<file path="src/design/umc_pkg.sv">
package umc_pkg;
  // =========================================================
  // register map
  localparam int unsigned ADDR_W       = 8;
  localparam int unsigned DATA_W       = 32;
  localparam logic [7:0]  OFS_MODE     = 8'h00;
  localparam logic [7:0]  OFS_BAUD     = 8'h04;
  localparam logic [7:0]  OFS_TXDATA   = 8'h08;
  localparam logic [7:0]  OFS_RXDATA   = 8'h0C;
  localparam logic [7:0]  OFS_STATUS   = 8'h10;
  localparam logic [15:0] MODE_WMASK   = 16'hBBFF;
  localparam logic [15:0] MODE_RESET   = 16'h0000;
  localparam logic [15:0] BAUD_RESET   = 16'h0000;
  // =========================================================
  // field positions and codes
  localparam int unsigned RXD_PERR_BIT = 9;
  localparam int unsigned RXD_FERR_BIT = 10;
  localparam int unsigned RXD_VLD_BIT  = 11;
  localparam int unsigned STA_RXV_BIT  = 0;
  localparam int unsigned STA_PEND_BIT = 1;
  localparam int unsigned STA_BUSY_BIT = 2;
  localparam logic [1:0]  PDS_8N       = 2'h0;
  localparam logic [1:0]  PDS_8E       = 2'h1;
  localparam logic [1:0]  PDS_8O       = 2'h2;
  localparam logic [1:0]  PDS_9N       = 2'h3;
  localparam logic [1:0]  PIN_CTS_RTS  = 2'h2;
  localparam logic [1:0]  PIN_BCLK     = 2'h3;
  // =========================================================
  // timing counts in baud ticks, and data bits per character
  localparam logic [3:0]  OVS_STD_MAX  = 4'hF;
  localparam logic [3:0]  OVS_HS_MAX   = 4'h3;
  localparam logic [3:0]  IR_PULSE     = 4'h3;
  localparam logic [3:0]  IR_HOLD      = 4'hF;
  localparam logic [3:0]  BITS_8       = 4'h8;
  localparam logic [3:0]  BITS_9       = 4'h9;
  // =========================================================
  // types
  typedef struct packed {
    logic       port_enable;
    logic       rsv14;
    logic       stop_in_idle;
    logic       infrared_codec_enable;
    logic       rts_pin_mode_select;
    logic       rsv10;
    logic [1:0] pin_enable_field;
    logic       wake;
    logic       loopback_select;
    logic       auto_baud_enable;
    logic       receive_polarity_invert;
    logic       high_speed_baud_select;
    logic [1:0] parity_data_select;
    logic       stop_bit_select;
  } umc_mode_t;

  typedef struct packed {
    logic              wr;
    logic              rd;
    logic [ADDR_W-1:0] addr;
    logic [DATA_W-1:0] wdata;
  } umc_reg_req_t;

  typedef enum logic [2:0] {
    ST_IDLE  = 3'b000,
    ST_START = 3'b001,
    ST_DATA  = 3'b010,
    ST_PAR   = 3'b011,
    ST_STOP  = 3'b100
  } umc_state_t;
endpackage : umc_pkg

</file>
<file path="src/design/umc_baud_gen.sv">
module umc_baud_gen (
  // clock and reset
  input  wire logic        ref_clk_i,
  input  wire logic        reset_i,
  // control
  input  wire logic        enable_i,
  input  wire logic [15:0] divisor_i,
  // ticks
  output logic             tick_o,
  output logic             clk16_o
);
  import umc_pkg::*;

  logic [15:0] cnt_q;
  logic [15:0] cnt_d;
  logic        clk_q;
  logic        clk_d;

  // =========================================================
  // divider
  always_comb begin
    tick_o = enable_i && (cnt_q >= divisor_i);
    cnt_d  = tick_o || !enable_i ? 16'h0000 : cnt_q + 16'h0001;
    // square wave, high for the first half of each tick period
    clk_d  = enable_i && (cnt_d <= (divisor_i >> 1));
  end

  always_ff @(posedge ref_clk_i) begin
    if (reset_i) begin
      cnt_q <= 16'h0000;
      clk_q <= 1'b0;
    end else begin
      cnt_q <= cnt_d;
      clk_q <= clk_d;
    end
  end

  assign clk16_o = clk_q;
endmodule : umc_baud_gen

</file>
<file path="src/design/umc_uart.sv">
module umc_uart (
  // clock and reset
  input  wire logic                 ref_clk_i,
  input  wire logic                 reset_i,
  // register port
  input  wire umc_pkg::umc_reg_req_t reg_req_i,
  output logic [umc_pkg::DATA_W-1:0] reg_rdata_o,
  // serial pins
  input  wire logic                 receive_pin_i,
  input  wire logic                 clear_to_send_pin_n_i,
  output logic                      transmit_pin_o,
  output logic                      request_to_send_pin_n_o
);
  import umc_pkg::*;

  umc_mode_t   mode_q,  mode_d;
  logic [15:0] baud_q,  baud_d;
  logic [8:0]  txd_q,   txd_d;
  logic        pend_q,  pend_d;
  logic [8:0]  rxd_q,   rxd_d;
  logic        perr_q,  perr_d;
  logic        ferr_q,  ferr_d;
  logic        rxv_q,   rxv_d;
  logic [31:0] rdata_q, rdata_d;
  logic        rx_meta_q, rx_sync_q, cts_meta_q, cts_sync_q;
  umc_state_t  tx_st_q, tx_st_d, rx_st_q, rx_st_d;
  logic [3:0]  tx_cnt_q, tx_cnt_d, tx_bit_q, tx_bit_d;
  logic [3:0]  rx_cnt_q, rx_cnt_d, rx_bit_q, rx_bit_d, hold_q, hold_d;
  logic [8:0]  tx_sh_q, tx_sh_d, rx_sh_q, rx_sh_d;
  logic        tx_par_q, tx_par_d, rx_par_q, rx_par_d;
  logic        txo_q, txo_d, rts_q, rts_d;
  logic        tick, clk16, tx_take, rx_done, tx_end, rx_end, rx_mid, tx_line, rx_line;
  logic        ir_act, par_en, par_odd, tx_go, wr_ok;
  logic [3:0]  ovs_max, nbits;
  logic [8:0]  rx_word;

  // =========================================================
  // mode decode
  assign ovs_max = mode_q.high_speed_baud_select ? OVS_HS_MAX : OVS_STD_MAX;
  assign nbits   = (mode_q.parity_data_select == PDS_9N) ? BITS_9 : BITS_8;
  assign par_en  = (mode_q.parity_data_select == PDS_8E) ||
                   (mode_q.parity_data_select == PDS_8O);
  assign par_odd = (mode_q.parity_data_select == PDS_8O);
  // codec refused in 4x mode: pulse width needs sixteenths of a bit
  assign ir_act  = mode_q.port_enable && mode_q.infrared_codec_enable &&
                   !mode_q.high_speed_baud_select;

  umc_baud_gen u_baud (
    .ref_clk_i (ref_clk_i),
    .reset_i   (reset_i),
    .enable_i  (mode_q.port_enable),
    .divisor_i (baud_q),
    .tick_o    (tick),
    .clk16_o   (clk16)
  );

  // =========================================================
  // pin synchronisers
  always_ff @(posedge ref_clk_i) begin
    if (reset_i) begin
      rx_meta_q  <= 1'b1;
      rx_sync_q  <= 1'b1;
      cts_meta_q <= 1'b1;
      cts_sync_q <= 1'b1;
    end else begin
      rx_meta_q  <= receive_pin_i;
      rx_sync_q  <= rx_meta_q;
      cts_meta_q <= clear_to_send_pin_n_i;
      cts_sync_q <= cts_meta_q;
    end
  end

  // =========================================================
  // transmitter
  assign tx_go  = pend_q && (mode_q.pin_enable_field != PIN_CTS_RTS || !cts_sync_q);
  assign tx_end = tick && (tx_cnt_q == ovs_max);

  always_comb begin
    tx_st_d  = tx_st_q;
    tx_cnt_d = tx_cnt_q;
    tx_bit_d = tx_bit_q;
    tx_sh_d  = tx_sh_q;
    tx_par_d = tx_par_q;
    tx_take  = 1'b0;
    if (tick && tx_st_q != ST_IDLE) begin
      tx_cnt_d = tx_end ? 4'h0 : tx_cnt_q + 4'h1;
    end
    case (tx_st_q)
      ST_IDLE: begin
        tx_cnt_d = 4'h0;
        if (tx_go && tick) begin
          tx_take  = 1'b1;
          tx_st_d  = ST_START;
          tx_sh_d  = txd_q;
          tx_bit_d = 4'h0;
          tx_par_d = (^txd_q[7:0]) ^ par_odd;
        end
      end
      ST_START: begin
        if (tx_end) begin
          tx_st_d = ST_DATA;
        end
      end
      ST_DATA: begin
        if (tx_end) begin
          tx_sh_d  = {1'b0, tx_sh_q[8:1]};
          tx_bit_d = tx_bit_q + 4'h1;
          if (tx_bit_q == nbits - 4'h1) begin
            tx_bit_d = 4'h0;
            tx_st_d  = par_en ? ST_PAR : ST_STOP;
          end
        end
      end
      ST_PAR: begin
        if (tx_end) begin
          tx_st_d = ST_STOP;
        end
      end
      ST_STOP: begin
        if (tx_end) begin
          if (mode_q.stop_bit_select && tx_bit_q == 4'h0) begin
            tx_bit_d = 4'h1;
          end else begin
            tx_st_d = ST_IDLE;
          end
        end
      end
      default: tx_st_d = ST_IDLE;
    endcase
    if (!mode_q.port_enable) begin
      tx_st_d  = ST_IDLE;
      tx_take  = 1'b0;
    end
    case (tx_st_q)
      ST_START: tx_line = 1'b0;
      ST_DATA:  tx_line = tx_sh_q[0];
      ST_PAR:   tx_line = tx_par_q;
      default:  tx_line = 1'b1;
    endcase
    // zero bits become a short high pulse in the first sixteenths
    if (ir_act) begin
      txo_d = !tx_line && (tx_cnt_q < IR_PULSE);
    end else begin
      txo_d = tx_line;
    end
  end

  always_ff @(posedge ref_clk_i) begin
    if (reset_i) begin
      tx_st_q  <= ST_IDLE;
      tx_cnt_q <= 4'h0;
      tx_bit_q <= 4'h0;
      tx_sh_q  <= 9'h000;
      tx_par_q <= 1'b0;
      txo_q    <= 1'b1;
    end else begin
      tx_st_q  <= tx_st_d;
      tx_cnt_q <= tx_cnt_d;
      tx_bit_q <= tx_bit_d;
      tx_sh_q  <= tx_sh_d;
      tx_par_q <= tx_par_d;
      txo_q    <= txo_d;
    end
  end

  // =========================================================
  // receiver
  assign rx_end  = tick && (rx_cnt_q == ovs_max);
  assign rx_mid  = tick && (rx_cnt_q == (ovs_max >> 1));
  // a pulse is stretched over a bit so the mid-bit sample sees it
  assign rx_line = ir_act ? !(rx_sync_q || hold_q != 4'h0) : rx_sync_q;
  assign rx_word = (nbits == BITS_9) ? rx_sh_q : {1'b0, rx_sh_q[8:1]};

  always_comb begin
    rx_st_d  = rx_st_q;
    rx_cnt_d = rx_cnt_q;
    rx_bit_d = rx_bit_q;
    rx_sh_d  = rx_sh_q;
    rx_par_d = rx_par_q;
    rx_done  = 1'b0;
    hold_d   = hold_q;
    if (ir_act && rx_sync_q) begin
      hold_d = IR_HOLD;
    end else if (tick && hold_q != 4'h0) begin
      hold_d = hold_q - 4'h1;
    end
    if (tick && rx_st_q != ST_IDLE) begin
      rx_cnt_d = rx_end ? 4'h0 : rx_cnt_q + 4'h1;
    end
    case (rx_st_q)
      ST_IDLE: begin
        rx_cnt_d = 4'h0;
        if (tick && !rx_line) begin
          rx_st_d = ST_START;
        end
      end
      ST_START: begin
        if (rx_mid && rx_line) begin
          rx_st_d = ST_IDLE;
        end else if (rx_end) begin
          rx_st_d  = ST_DATA;
          rx_bit_d = 4'h0;
        end
      end
      ST_DATA: begin
        if (rx_mid) begin
          rx_sh_d = {rx_line, rx_sh_q[8:1]};
        end
        if (rx_end) begin
          rx_bit_d = rx_bit_q + 4'h1;
          if (rx_bit_q == nbits - 4'h1) begin
            rx_st_d = par_en ? ST_PAR : ST_STOP;
          end
        end
      end
      ST_PAR: begin
        if (rx_mid) begin
          rx_par_d = rx_line;
        end
        if (rx_end) begin
          rx_st_d = ST_STOP;
        end
      end
      ST_STOP: begin
        // finish at mid stop bit so a following start edge is caught
        if (rx_mid) begin
          rx_done = 1'b1;
          rx_st_d = ST_IDLE;
        end
      end
      default: rx_st_d = ST_IDLE;
    endcase
    if (!mode_q.port_enable) begin
      rx_st_d = ST_IDLE;
      rx_done = 1'b0;
    end
  end

  always_ff @(posedge ref_clk_i) begin
    if (reset_i) begin
      rx_st_q  <= ST_IDLE;
      rx_cnt_q <= 4'h0;
      rx_bit_q <= 4'h0;
      rx_sh_q  <= 9'h000;
      rx_par_q <= 1'b0;
      hold_q   <= 4'h0;
    end else begin
      rx_st_q  <= rx_st_d;
      rx_cnt_q <= rx_cnt_d;
      rx_bit_q <= rx_bit_d;
      rx_sh_q  <= rx_sh_d;
      rx_par_q <= rx_par_d;
      hold_q   <= hold_d;
    end
  end

  // =========================================================
  // registers and pins
  assign wr_ok = reg_req_i.wr && reg_req_i.addr == OFS_TXDATA && !pend_q;

  always_comb begin
    mode_d  = mode_q;
    baud_d  = baud_q;
    txd_d   = wr_ok ? reg_req_i.wdata[8:0] : txd_q;
    pend_d  = (pend_q && !tx_take) || wr_ok;
    rxd_d   = rxd_q;
    perr_d  = perr_q;
    ferr_d  = ferr_q;
    rdata_d = 32'h0000_0000;
    if (reg_req_i.wr && reg_req_i.addr == OFS_MODE) begin
      mode_d = umc_mode_t'(reg_req_i.wdata[15:0] & MODE_WMASK);
    end else if (reg_req_i.wr && reg_req_i.addr == OFS_BAUD) begin
      baud_d = reg_req_i.wdata[15:0];
    end
    // a frame landing with the read keeps its valid flag
    rxv_d = rx_done || (rxv_q && !(reg_req_i.rd && reg_req_i.addr == OFS_RXDATA));
    if (rx_done) begin
      rxd_d  = rx_word;
      perr_d = par_en && (rx_par_q != ((^rx_word[7:0]) ^ par_odd));
      ferr_d = !rx_line;
    end
    if (reg_req_i.rd) begin
      if (reg_req_i.addr == OFS_MODE) begin
        rdata_d[15:0] = mode_q;
      end else if (reg_req_i.addr == OFS_BAUD) begin
        rdata_d[15:0] = baud_q;
      end else if (reg_req_i.addr == OFS_RXDATA) begin
        rdata_d[8:0]          = rxd_q;
        rdata_d[RXD_PERR_BIT] = perr_q;
        rdata_d[RXD_FERR_BIT] = ferr_q;
        rdata_d[RXD_VLD_BIT]  = rxv_q;
      end else if (reg_req_i.addr == OFS_STATUS) begin
        rdata_d[STA_RXV_BIT]  = rxv_q;
        rdata_d[STA_PEND_BIT] = pend_q;
        rdata_d[STA_BUSY_BIT] = (tx_st_q != ST_IDLE);
      end
    end
    if (mode_q.port_enable && mode_q.pin_enable_field == PIN_BCLK) begin
      rts_d = clk16;
    end else if (mode_q.rts_pin_mode_select) begin
      rts_d = (tx_st_q == ST_IDLE);
    end else begin
      rts_d = rxv_q;
    end
  end

  always_ff @(posedge ref_clk_i) begin
    if (reset_i) begin
      mode_q  <= umc_mode_t'(MODE_RESET);
      baud_q  <= BAUD_RESET;
      txd_q   <= 9'h000;
      pend_q  <= 1'b0;
      rxd_q   <= 9'h000;
      perr_q  <= 1'b0;
      ferr_q  <= 1'b0;
      rxv_q   <= 1'b0;
      rdata_q <= 32'h0000_0000;
      rts_q   <= 1'b1;
    end else begin
      mode_q  <= mode_d;
      baud_q  <= baud_d;
      txd_q   <= txd_d;
      pend_q  <= pend_d;
      rxd_q   <= rxd_d;
      perr_q  <= perr_d;
      ferr_q  <= ferr_d;
      rxv_q   <= rxv_d;
      rdata_q <= rdata_d;
      rts_q   <= rts_d;
    end
  end

  assign reg_rdata_o             = rdata_q;
  assign transmit_pin_o          = txo_q;
  assign request_to_send_pin_n_o = rts_q;
endmodule : umc_uart

</file>
<file path="config.mk">
export PLATFORM = sky130hd
export DESIGN_NAME = umc_uart
export DESIGN_NICKNAME = d
export VERILOG_FILES = /design/src/design/umc_pkg.sv /design/src/design/umc_baud_gen.sv /design/src/design/umc_uart.sv
export SDC_FILE = /design/constraint.sdc
export NUM_CORES = 1
export LEC_CHECK = 0
export ABC_CLOCK_PERIOD_IN_PS = 4500
export BUFFER_PORTS_ARGS = -buffer_cell sky130_fd_sc_hd__buf_4
export CORE_ASPECT_RATIO = 1.5
export CORE_MARGIN = 2
export CORE_UTILIZATION = 60
export DETAILED_ROUTE_END_ITERATION = 16
export PLACE_DENSITY = 0.81
export SLEW_MARGIN = 10
export SYNTH_ARGS = -nofsm -noshare
export SYNTH_HDL_FRONTEND = slang
export SYNTH_SLANG_ARGS = --single-unit
</file>
<file path="constraint.sdc">
create_clock -name ref_clk_i -period 4.5 [get_ports ref_clk_i]
set_input_delay 0.9 -clock ref_clk_i [delete_from_list [all_inputs] [get_ports ref_clk_i]]
set_output_delay 0.9 -clock ref_clk_i [all_outputs]
set_load 0.005 [all_outputs]
</file>
# Word level (Yosys, flattened, before mapping)
# Index checks and enable logic that the tools add are counted.
op_classes:
  addsub: 7
  magnitude_cmp: 3
  eq_ne: 40
  n_mux: 55
  n_bitwise: 5
  reduce_logical: 67
op_table:
  columns: ["operator", "count"]
  rows:
  - ["$mux W4", 14]
  - ["$mux W3", 17]
  - ["$mux W9", 4]
  - ["$mux W16", 2]
  - ["$ne A2 B2 Y1 const B", 16]
  - ["$pmux W3 S5", 2]
  - ["$logic_and A1 B1 Y1", 26]
  - ["$pmux W9 S2", 1]
  - ["$add A16 B1 Y16 const B", 1]
  - ["$add A4 B1 Y4 const B", 4]
  - ["$eq A4 B4 Y1", 4]
  - ["$eq A8 B4 Y1 const B", 2]
  - ["$ge A16 B16 Y1", 1]
  - ["$le A16 B15 Y1", 1]
  - ["$reduce_xor A8 Y1", 2]
  - ["$eq A3 B2 Y1 const B", 4]
  - ["$mux W12", 1]
  - ["$pmux W4 S3", 1]
  - ["$mux W1", 11]
  - ["$logic_not A1 Y1", 9]
  - ["$reduce_bool A3 Y1", 3]
  - ["$eq A8 B3 Y1 const B", 1]
  - ["$eq A8 B5 Y1 const B", 1]
  - ["$logic_not A8 Y1", 1]
  - ["other kinds (26)", 48]
word_totals:
  reg_bits: 153
  inputBits: 46
  out_inout_bits: 34
  word_cells: 217

# Logic depth before layout (Yosys ltp)
logic_depth:
  depth_word: 10
  depth_mapped: 19
  mapped_depth_nobuf: 18

# Modules after synthesis
# From an unflattened synthesis, not the netlist that was laid out.
unflattened:
  hier_cells: 857
  area_unflattened_um2: 7178.1
modules_own_cells:
  columns: ["mod", "n_inst", "cells_each", "area_per_inst_um2", "seq_area_each_um2"]
  rows:
  - ["umc_uart", 1, 670, 5655.4, 2402.3]
  - ["umc_baud_gen", 1, 187, 1522.7, 340.3]

# Worst setup path after synthesis
# Ideal clock, no wire load.
synth_path:
  path_type: "reg2reg"
  startpoint: "register u_baud.cnt_q[0]"
  endpoint: "register u_baud.clk_q (netlist: u_baud.clk16_o)"
  setup_time_ns: 0.064
  arrival_ns: 3.020
  t_required_ns: 4.436
  slack_ns: 1.416
  stages_incl_launch_ff: 20
  n_path_buf: 1
  synth_period_minus_slack_ns: 3.084
  cell_sequence: "dfxtp_1 -> inv_1 -> ha_1 -> nand2b_1 -> a2111oi_2 -> a2111oi_2 -> a31oi_2 -> and2_2 -> nand2_4 -> clkbuf_1 -> nor2_1 -> ha_1 -> nor2b_1 -> o21ai_0 -> nand2b_1 -> a21oi_1 -> o21ai_0 -> nand2_1 -> a31oi_1 -> nor2_1"
synth_between:
  elab_chain_cells: 6
  elab_cells_between_ends: 7
  classes_between: "1 x add/sub; 2 x order compare; 1 x mux; 3 x reduce/logical"
synth_lines:
  columns: ["element", "line", "rtl"]
  rows:
  - ["start, declared", "umc_baud_gen.sv:14", "logic [15:0] cnt_q;"]
  - ["start signal, assigned", "umc_baud_gen.sv:33", "cnt_q <= cnt_d;"]
  - ["$ge A16 B16 Y1", "umc_baud_gen.sv:22", "tick_o = enable_i && (cnt_q >= divisor_i);"]
  - ["$logic_and A1 B1 Y1", "umc_baud_gen.sv:22", null]
  - ["$logic_or A1 B1 Y1", "umc_baud_gen.sv:23", "cnt_d = tick_o || !enable_i ? 16'h0000 : cnt_q + 16'h0001;"]
  - ["$mux W16 *", "umc_baud_gen.sv:23", null]
  - ["via u_baud.cnt_d[1]", "umc_baud_gen.sv:15", "logic [15:0] cnt_d;"]
  - ["$le A16 B15 Y1 *", "umc_baud_gen.sv:25", "clk_d = enable_i && (cnt_d <= (divisor_i >> 1));"]
  - ["$logic_and A1 B1 Y1 *", "umc_baud_gen.sv:25", null]
  - ["end signal, assigned", "umc_baud_gen.sv:34", "clk_q <= clk_d;"]
  - ["end, declared", "umc_baud_gen.sv:16", "logic clk_q;"]
# The timed path passes the listed nets; every way through them passes the cells marked *.
# A chain may end at the register's enable or synchronous reset.

# Worst setup path after layout
# Same ends and word-level chain as after synthesis.

==> out/summary.log <==
INFO  critical_path  crit_path_end_kind=register
INFO  sta            rsz_0062_raised_after_global_routing=false
INFO  outcome        outcome=finished, final reports clean
INFO  floorplan      y_dimension_of_the_die=139µm
INFO  cells_and_area finalNonFillerCells=1041
INFO  placed_design  post-dp-hpwl=12.1mm
INFO  global_routing grt_start_max_net_pins=59
INFO  placed_design  place.detailed.instances=1009
INFO  critical_path  delay_of_the_slowest_cell_on_the_worst_path=410ps
INFO  synth          yosysSeqAreaShare=0.379
INFO  clock_network  clock_sinks=137
INFO  placed_design  finalWeightedCongestion=0.891
INFO  sta            skew=12.6ps
INFO  critical_path  worstSetupStartpointType=register
INFO  critical_path  path_depth=17
INFO  synth          number_of_enable_flip_flop_cells_after_synthesis=0
INFO  floorplan      fp-row-count=49
INFO  power_and_ir_drop cellPowerDensity=327mW/mm²
INFO  floorplan      initial_utilization=0.609
INFO  global_routing grt_first_pass_wirelength=28.1mm
INFO  drt            viasPerCell=5.91
INFO  synth          synth-warning-count=0
INFO  sta            tns=0ps
INFO  cells_and_area fillers=937
INFO  synth          postSynth.asyncResetShare=0
INFO  clock_network  cts_buffer_depth=2
INFO  critical_path  worstPathMaxFanout=16
INFO  cells_and_area areaGrowthSynthToFinish=12.6%
INFO  flow_run       drv.max_cap_violation_count=0
INFO  drt            detail_route.wl_per_cell=16.7µm
INFO  clock_network  clkTransAtPathRegs=60ps
INFO  clock_network  cts_tree=done
INFO  drt            postRouteWirelength=17.3mm
INFO  clock_network  clkLatencyLatePin=430ps
INFO  clock_network  post_cts_resized=0
INFO  sta            tightest_slew=1010ps
INFO  clock_network  cts_htree_levels=4
INFO  cells_and_area diodes=0
INFO  power_and_ir_drop leakage=2.98nW
INFO  sta            period_share=0.800
INFO  floorplan      dieArea=0.0130mm²
INFO  drt            drcViolationCount=0
INFO  global_routing vias_in_the_first_global_route=5988
INFO  clock_network  clock-root-buffer=sky130_fd_sc_hd__clkbuf_16
INFO  synth          synth_top_flop_cell=sky130_fd_sc_hd__dfxtp_1
INFO  floorplan      die_width=93.7µm
INFO  critical_path  critical_path.n_buffers_inverters=1
INFO  critical_path  required_time_of_the_critical_path=4860ps
INFO  floorplan      core_area=0.0119mm²
INFO  critical_path  reg2regPathDepth=17
INFO  critical_path  cp_data_arrival_time=3960ps
INFO  global_routing track_usage=0.273
INFO  synth          ys_seq_elements=137
INFO  cells_and_area nNetsFinal=962
INFO  critical_path  crit_chain=inv_1 > ha_1 > nand2b_1 > a2111oi_2 > a2111oi_2 > a31oi_2 > and2_2 > nand2_4 > nor2_1 > ha_1 > a21o_1 > a21o_1 > a21oi_1 > o21ai_0 > nand2_1 > a31oi_1 > nor2_1
INFO  placed_design  port_buffers=47
INFO  sta            slew-limit-headroom=0.325
INFO  sta            finalWorstPathRequiredPeriod=3600ps
INFO  drt            route.vias.total=6157
INFO  sta            final-setup-viol-count=0
INFO  sta            achievable-frequency=278MHz
INFO  critical_path  worst_path_dominant_cell_family=compound AO/OA/AOI/OAI gates
INFO  drt            firstDrtPassIters=5
INFO  global_routing grt_antenna_before_repair=0
INFO  critical_path  critical-path-slowest-cell=sky130_fd_sc_hd__dfxtp_1
INFO  clock_network  cts_hold_repair.buffers=0
INFO  power_and_ir_drop peak_supply_drop=0.000274V
INFO  sta            hold_slack=427ps
INFO  clock_network  cts_inserted_buffers=17
INFO  drt            route.antenna.remaining_nets=0
INFO  synth          netlist-cell-type-count=74
INFO  hold_path      depth_of_the_worst_hold_timing_path=1
INFO  drt            detailedRoute.firstIterationViolations=389
INFO  sta            final_hold_viol_count=0
INFO  synth          syn_inst=848
INFO  synth          post_synth.cell_area_avg=8.54µm²
INFO  synth          mappedNetlistArea=0.00724mm²
INFO  hold_path      hp-class=register to register
INFO  cells_and_area post_route_cells_drive_above_1_share=0.154
INFO  global_routing grt_overflow=0
INFO  power_and_ir_drop p_total=2.66mW
INFO  sta            final-max-slew-violation-count=0
INFO  clock_network  post-cts-setup-buffer-count=0
INFO  floorplan      boundaryPins=80
INFO  critical_path  path_class=register to register
-- metrics by stage --
stage               area, µm²  setup slack, ps   util
finish                   8150              902  0.686
floorplan                7300             1420      -
detailed placement       7560             1010  0.636
CTS                      8150              967  0.686
global route             8150              722  0.686
global placement         7560             1030  0.636
-- cell usage after synthesis (3+ instances only) --
cell | count | area [µm²]
sky130_fd_sc_hd__dfxtp_1 | 137 | 2740
sky130_fd_sc_hd__nand2_1 | 110 | 413
sky130_fd_sc_hd__nor2_1 | 102 | 383
sky130_fd_sc_hd__a21oi_1 | 67 | 335
sky130_fd_sc_hd__ha_1 | 41 | 513
sky130_fd_sc_hd__mux2i_1 | 41 | 410
sky130_fd_sc_hd__inv_1 | 30 | 113
sky130_fd_sc_hd__o21ai_0 | 29 | 145
sky130_fd_sc_hd__clkbuf_1 | 27 | 101
sky130_fd_sc_hd__xnor2_1 | 21 | 184
sky130_fd_sc_hd__buf_4 | 20 | 150
sky130_fd_sc_hd__nand3_1 | 20 | 100
sky130_fd_sc_hd__a22oi_1 | 13 | 97.6
sky130_fd_sc_hd__mux2_2 | 13 | 146
sky130_fd_sc_hd__nor3_1 | 13 | 65.1
sky130_fd_sc_hd__xor2_1 | 13 | 114
sky130_fd_sc_hd__nand2b_1 | 12 | 75.1
sky130_fd_sc_hd__nor2_4 | 10 | 113
sky130_fd_sc_hd__a211oi_2 | 8 | 100
sky130_fd_sc_hd__a31oi_1 | 7 | 43.8
sky130_fd_sc_hd__buf_2 | 7 | 35.0
sky130_fd_sc_hd__nor2b_1 | 6 | 37.5
sky130_fd_sc_hd__and2_1 | 5 | 31.3
sky130_fd_sc_hd__nand4_1 | 5 | 31.3
sky130_fd_sc_hd__o22ai_1 | 5 | 31.3
sky130_fd_sc_hd__or2_2 | 5 | 31.3
sky130_fd_sc_hd__or3_1 | 5 | 31.3
sky130_fd_sc_hd__nand3b_1 | 4 | 30.0
sky130_fd_sc_hd__nor3_2 | 4 | 40.0
sky130_fd_sc_hd__a21o_1 | 3 | 22.5
sky130_fd_sc_hd__and3_1 | 3 | 18.8
sky130_fd_sc_hd__and3b_1 | 3 | 26.3
sky130_fd_sc_hd__and4_1 | 3 | 26.3
sky130_fd_sc_hd__buf_1 | 3 | 11.3
sky130_fd_sc_hd__buf_6 | 3 | 33.8
sky130_fd_sc_hd__nor4_1 | 3 | 18.8
sky130_fd_sc_hd__nor4b_1 | 3 | 26.3
-- sequential cells by signal, indices dropped and copies added, names as in the netlist, 3 cells and up --
register and count:
rx_bit_q 4, rxd_q 9, mode_q 14, txd_q 9
tx_cnt_q 4, tx_bit_q 4, rx_sh_q 9, tx_sh_q 9
hold_q 4, u_baud.cnt_q 16, tx_st_q 3, reg_rdata_o 16
baud_q 16, rx_cnt_q 4, rx_st_q 3
-- metal layers --
layer / global-route usage / wire [µm] / vias to the layer above
met5: 0 / 0 / -
met4: 0.147 / 783 / 0
met3: 0.0543 / 959 / 69
met2: 0.478 / 9090 / 225
met1: 0.305 / 6510 / 2909
li1: - / - / 2954
-- power breakdown --
part | internal, mW | switching, mW
Combinational | 0.0237 | 0.0397
Sequential | 1.22 | 0.00123
Clock | 0.857 | 0.527
Total | 2.10 | 0.568
-- cell type report --
type                            instances  area (µm²)  area share
Clock buffer                           21         470      0.0577
Clock inverter                         11         120      0.0147
Inverter                               30         113      0.0138
Multi-Input combinational cell        636        4120       0.505
Sequential cell                       137        2740       0.336
Tap cell                              153         191      0.0235
Timing Repair Buffer                   53         398      0.0488
-- worst paths after layout --
kind / startpoint / to / slack, ps
worst max-delay path: u_baud.cnt_q[0]$_SDFF_PP0_ / u_baud.clk16_o$_SDFF_PP0_ / 900
worst min-delay path: rx_meta_q$_SDFF_PP1_ / rx_sync_q$_SDFF_PP1_ / 430
worst max register to register: u_baud.cnt_q[0]$_SDFF_PP0_ / u_baud.clk16_o$_SDFF_PP0_ / 900
worst min register to register: rx_meta_q$_SDFF_PP1_ / rx_sync_q$_SDFF_PP1_ / 430
-- cell families after synthesis --
kind of cell | count (synthesis) | share of synthesized area
XOR/XNOR | 34 | 0.0411
AND/OR/NAND/NOR | 331 | 0.227
buffers and inverters | 90 | 0.0613
flip-flops | 137 | 0.379
adder cells (fa/ha/maj) | 41 | 0.0708
AO/OA/AOI/OAI | 160 | 0.144
multiplexers | 54 | 0.0769
other | 1 | 0.000518
-- cells in the final DEF (no fill, tap or decap), types with 16 or more instances in the layout --
master / Yosys / final
sky130_fd_sc_hd__nand2_1: 110 / 110
sky130_fd_sc_hd__o21ai_0: 29 / 29
sky130_fd_sc_hd__xnor2_1: 21 / 21
sky130_fd_sc_hd__inv_1: 30 / 30
sky130_fd_sc_hd__ha_1: 41 / 41
sky130_fd_sc_hd__mux2i_1: 41 / 41
sky130_fd_sc_hd__a21oi_1: 67 / 67
sky130_fd_sc_hd__nor2_1: 102 / 102
sky130_fd_sc_hd__buf_4: 20 / 53
sky130_fd_sc_hd__clkbuf_16: 0 / 17
sky130_fd_sc_hd__nand3_1: 20 / 20
sky130_fd_sc_hd__dfxtp_1: 137 / 137
sky130_fd_sc_hd__conb_1: 1 / 16
Power figures use the tool's default switching activity.
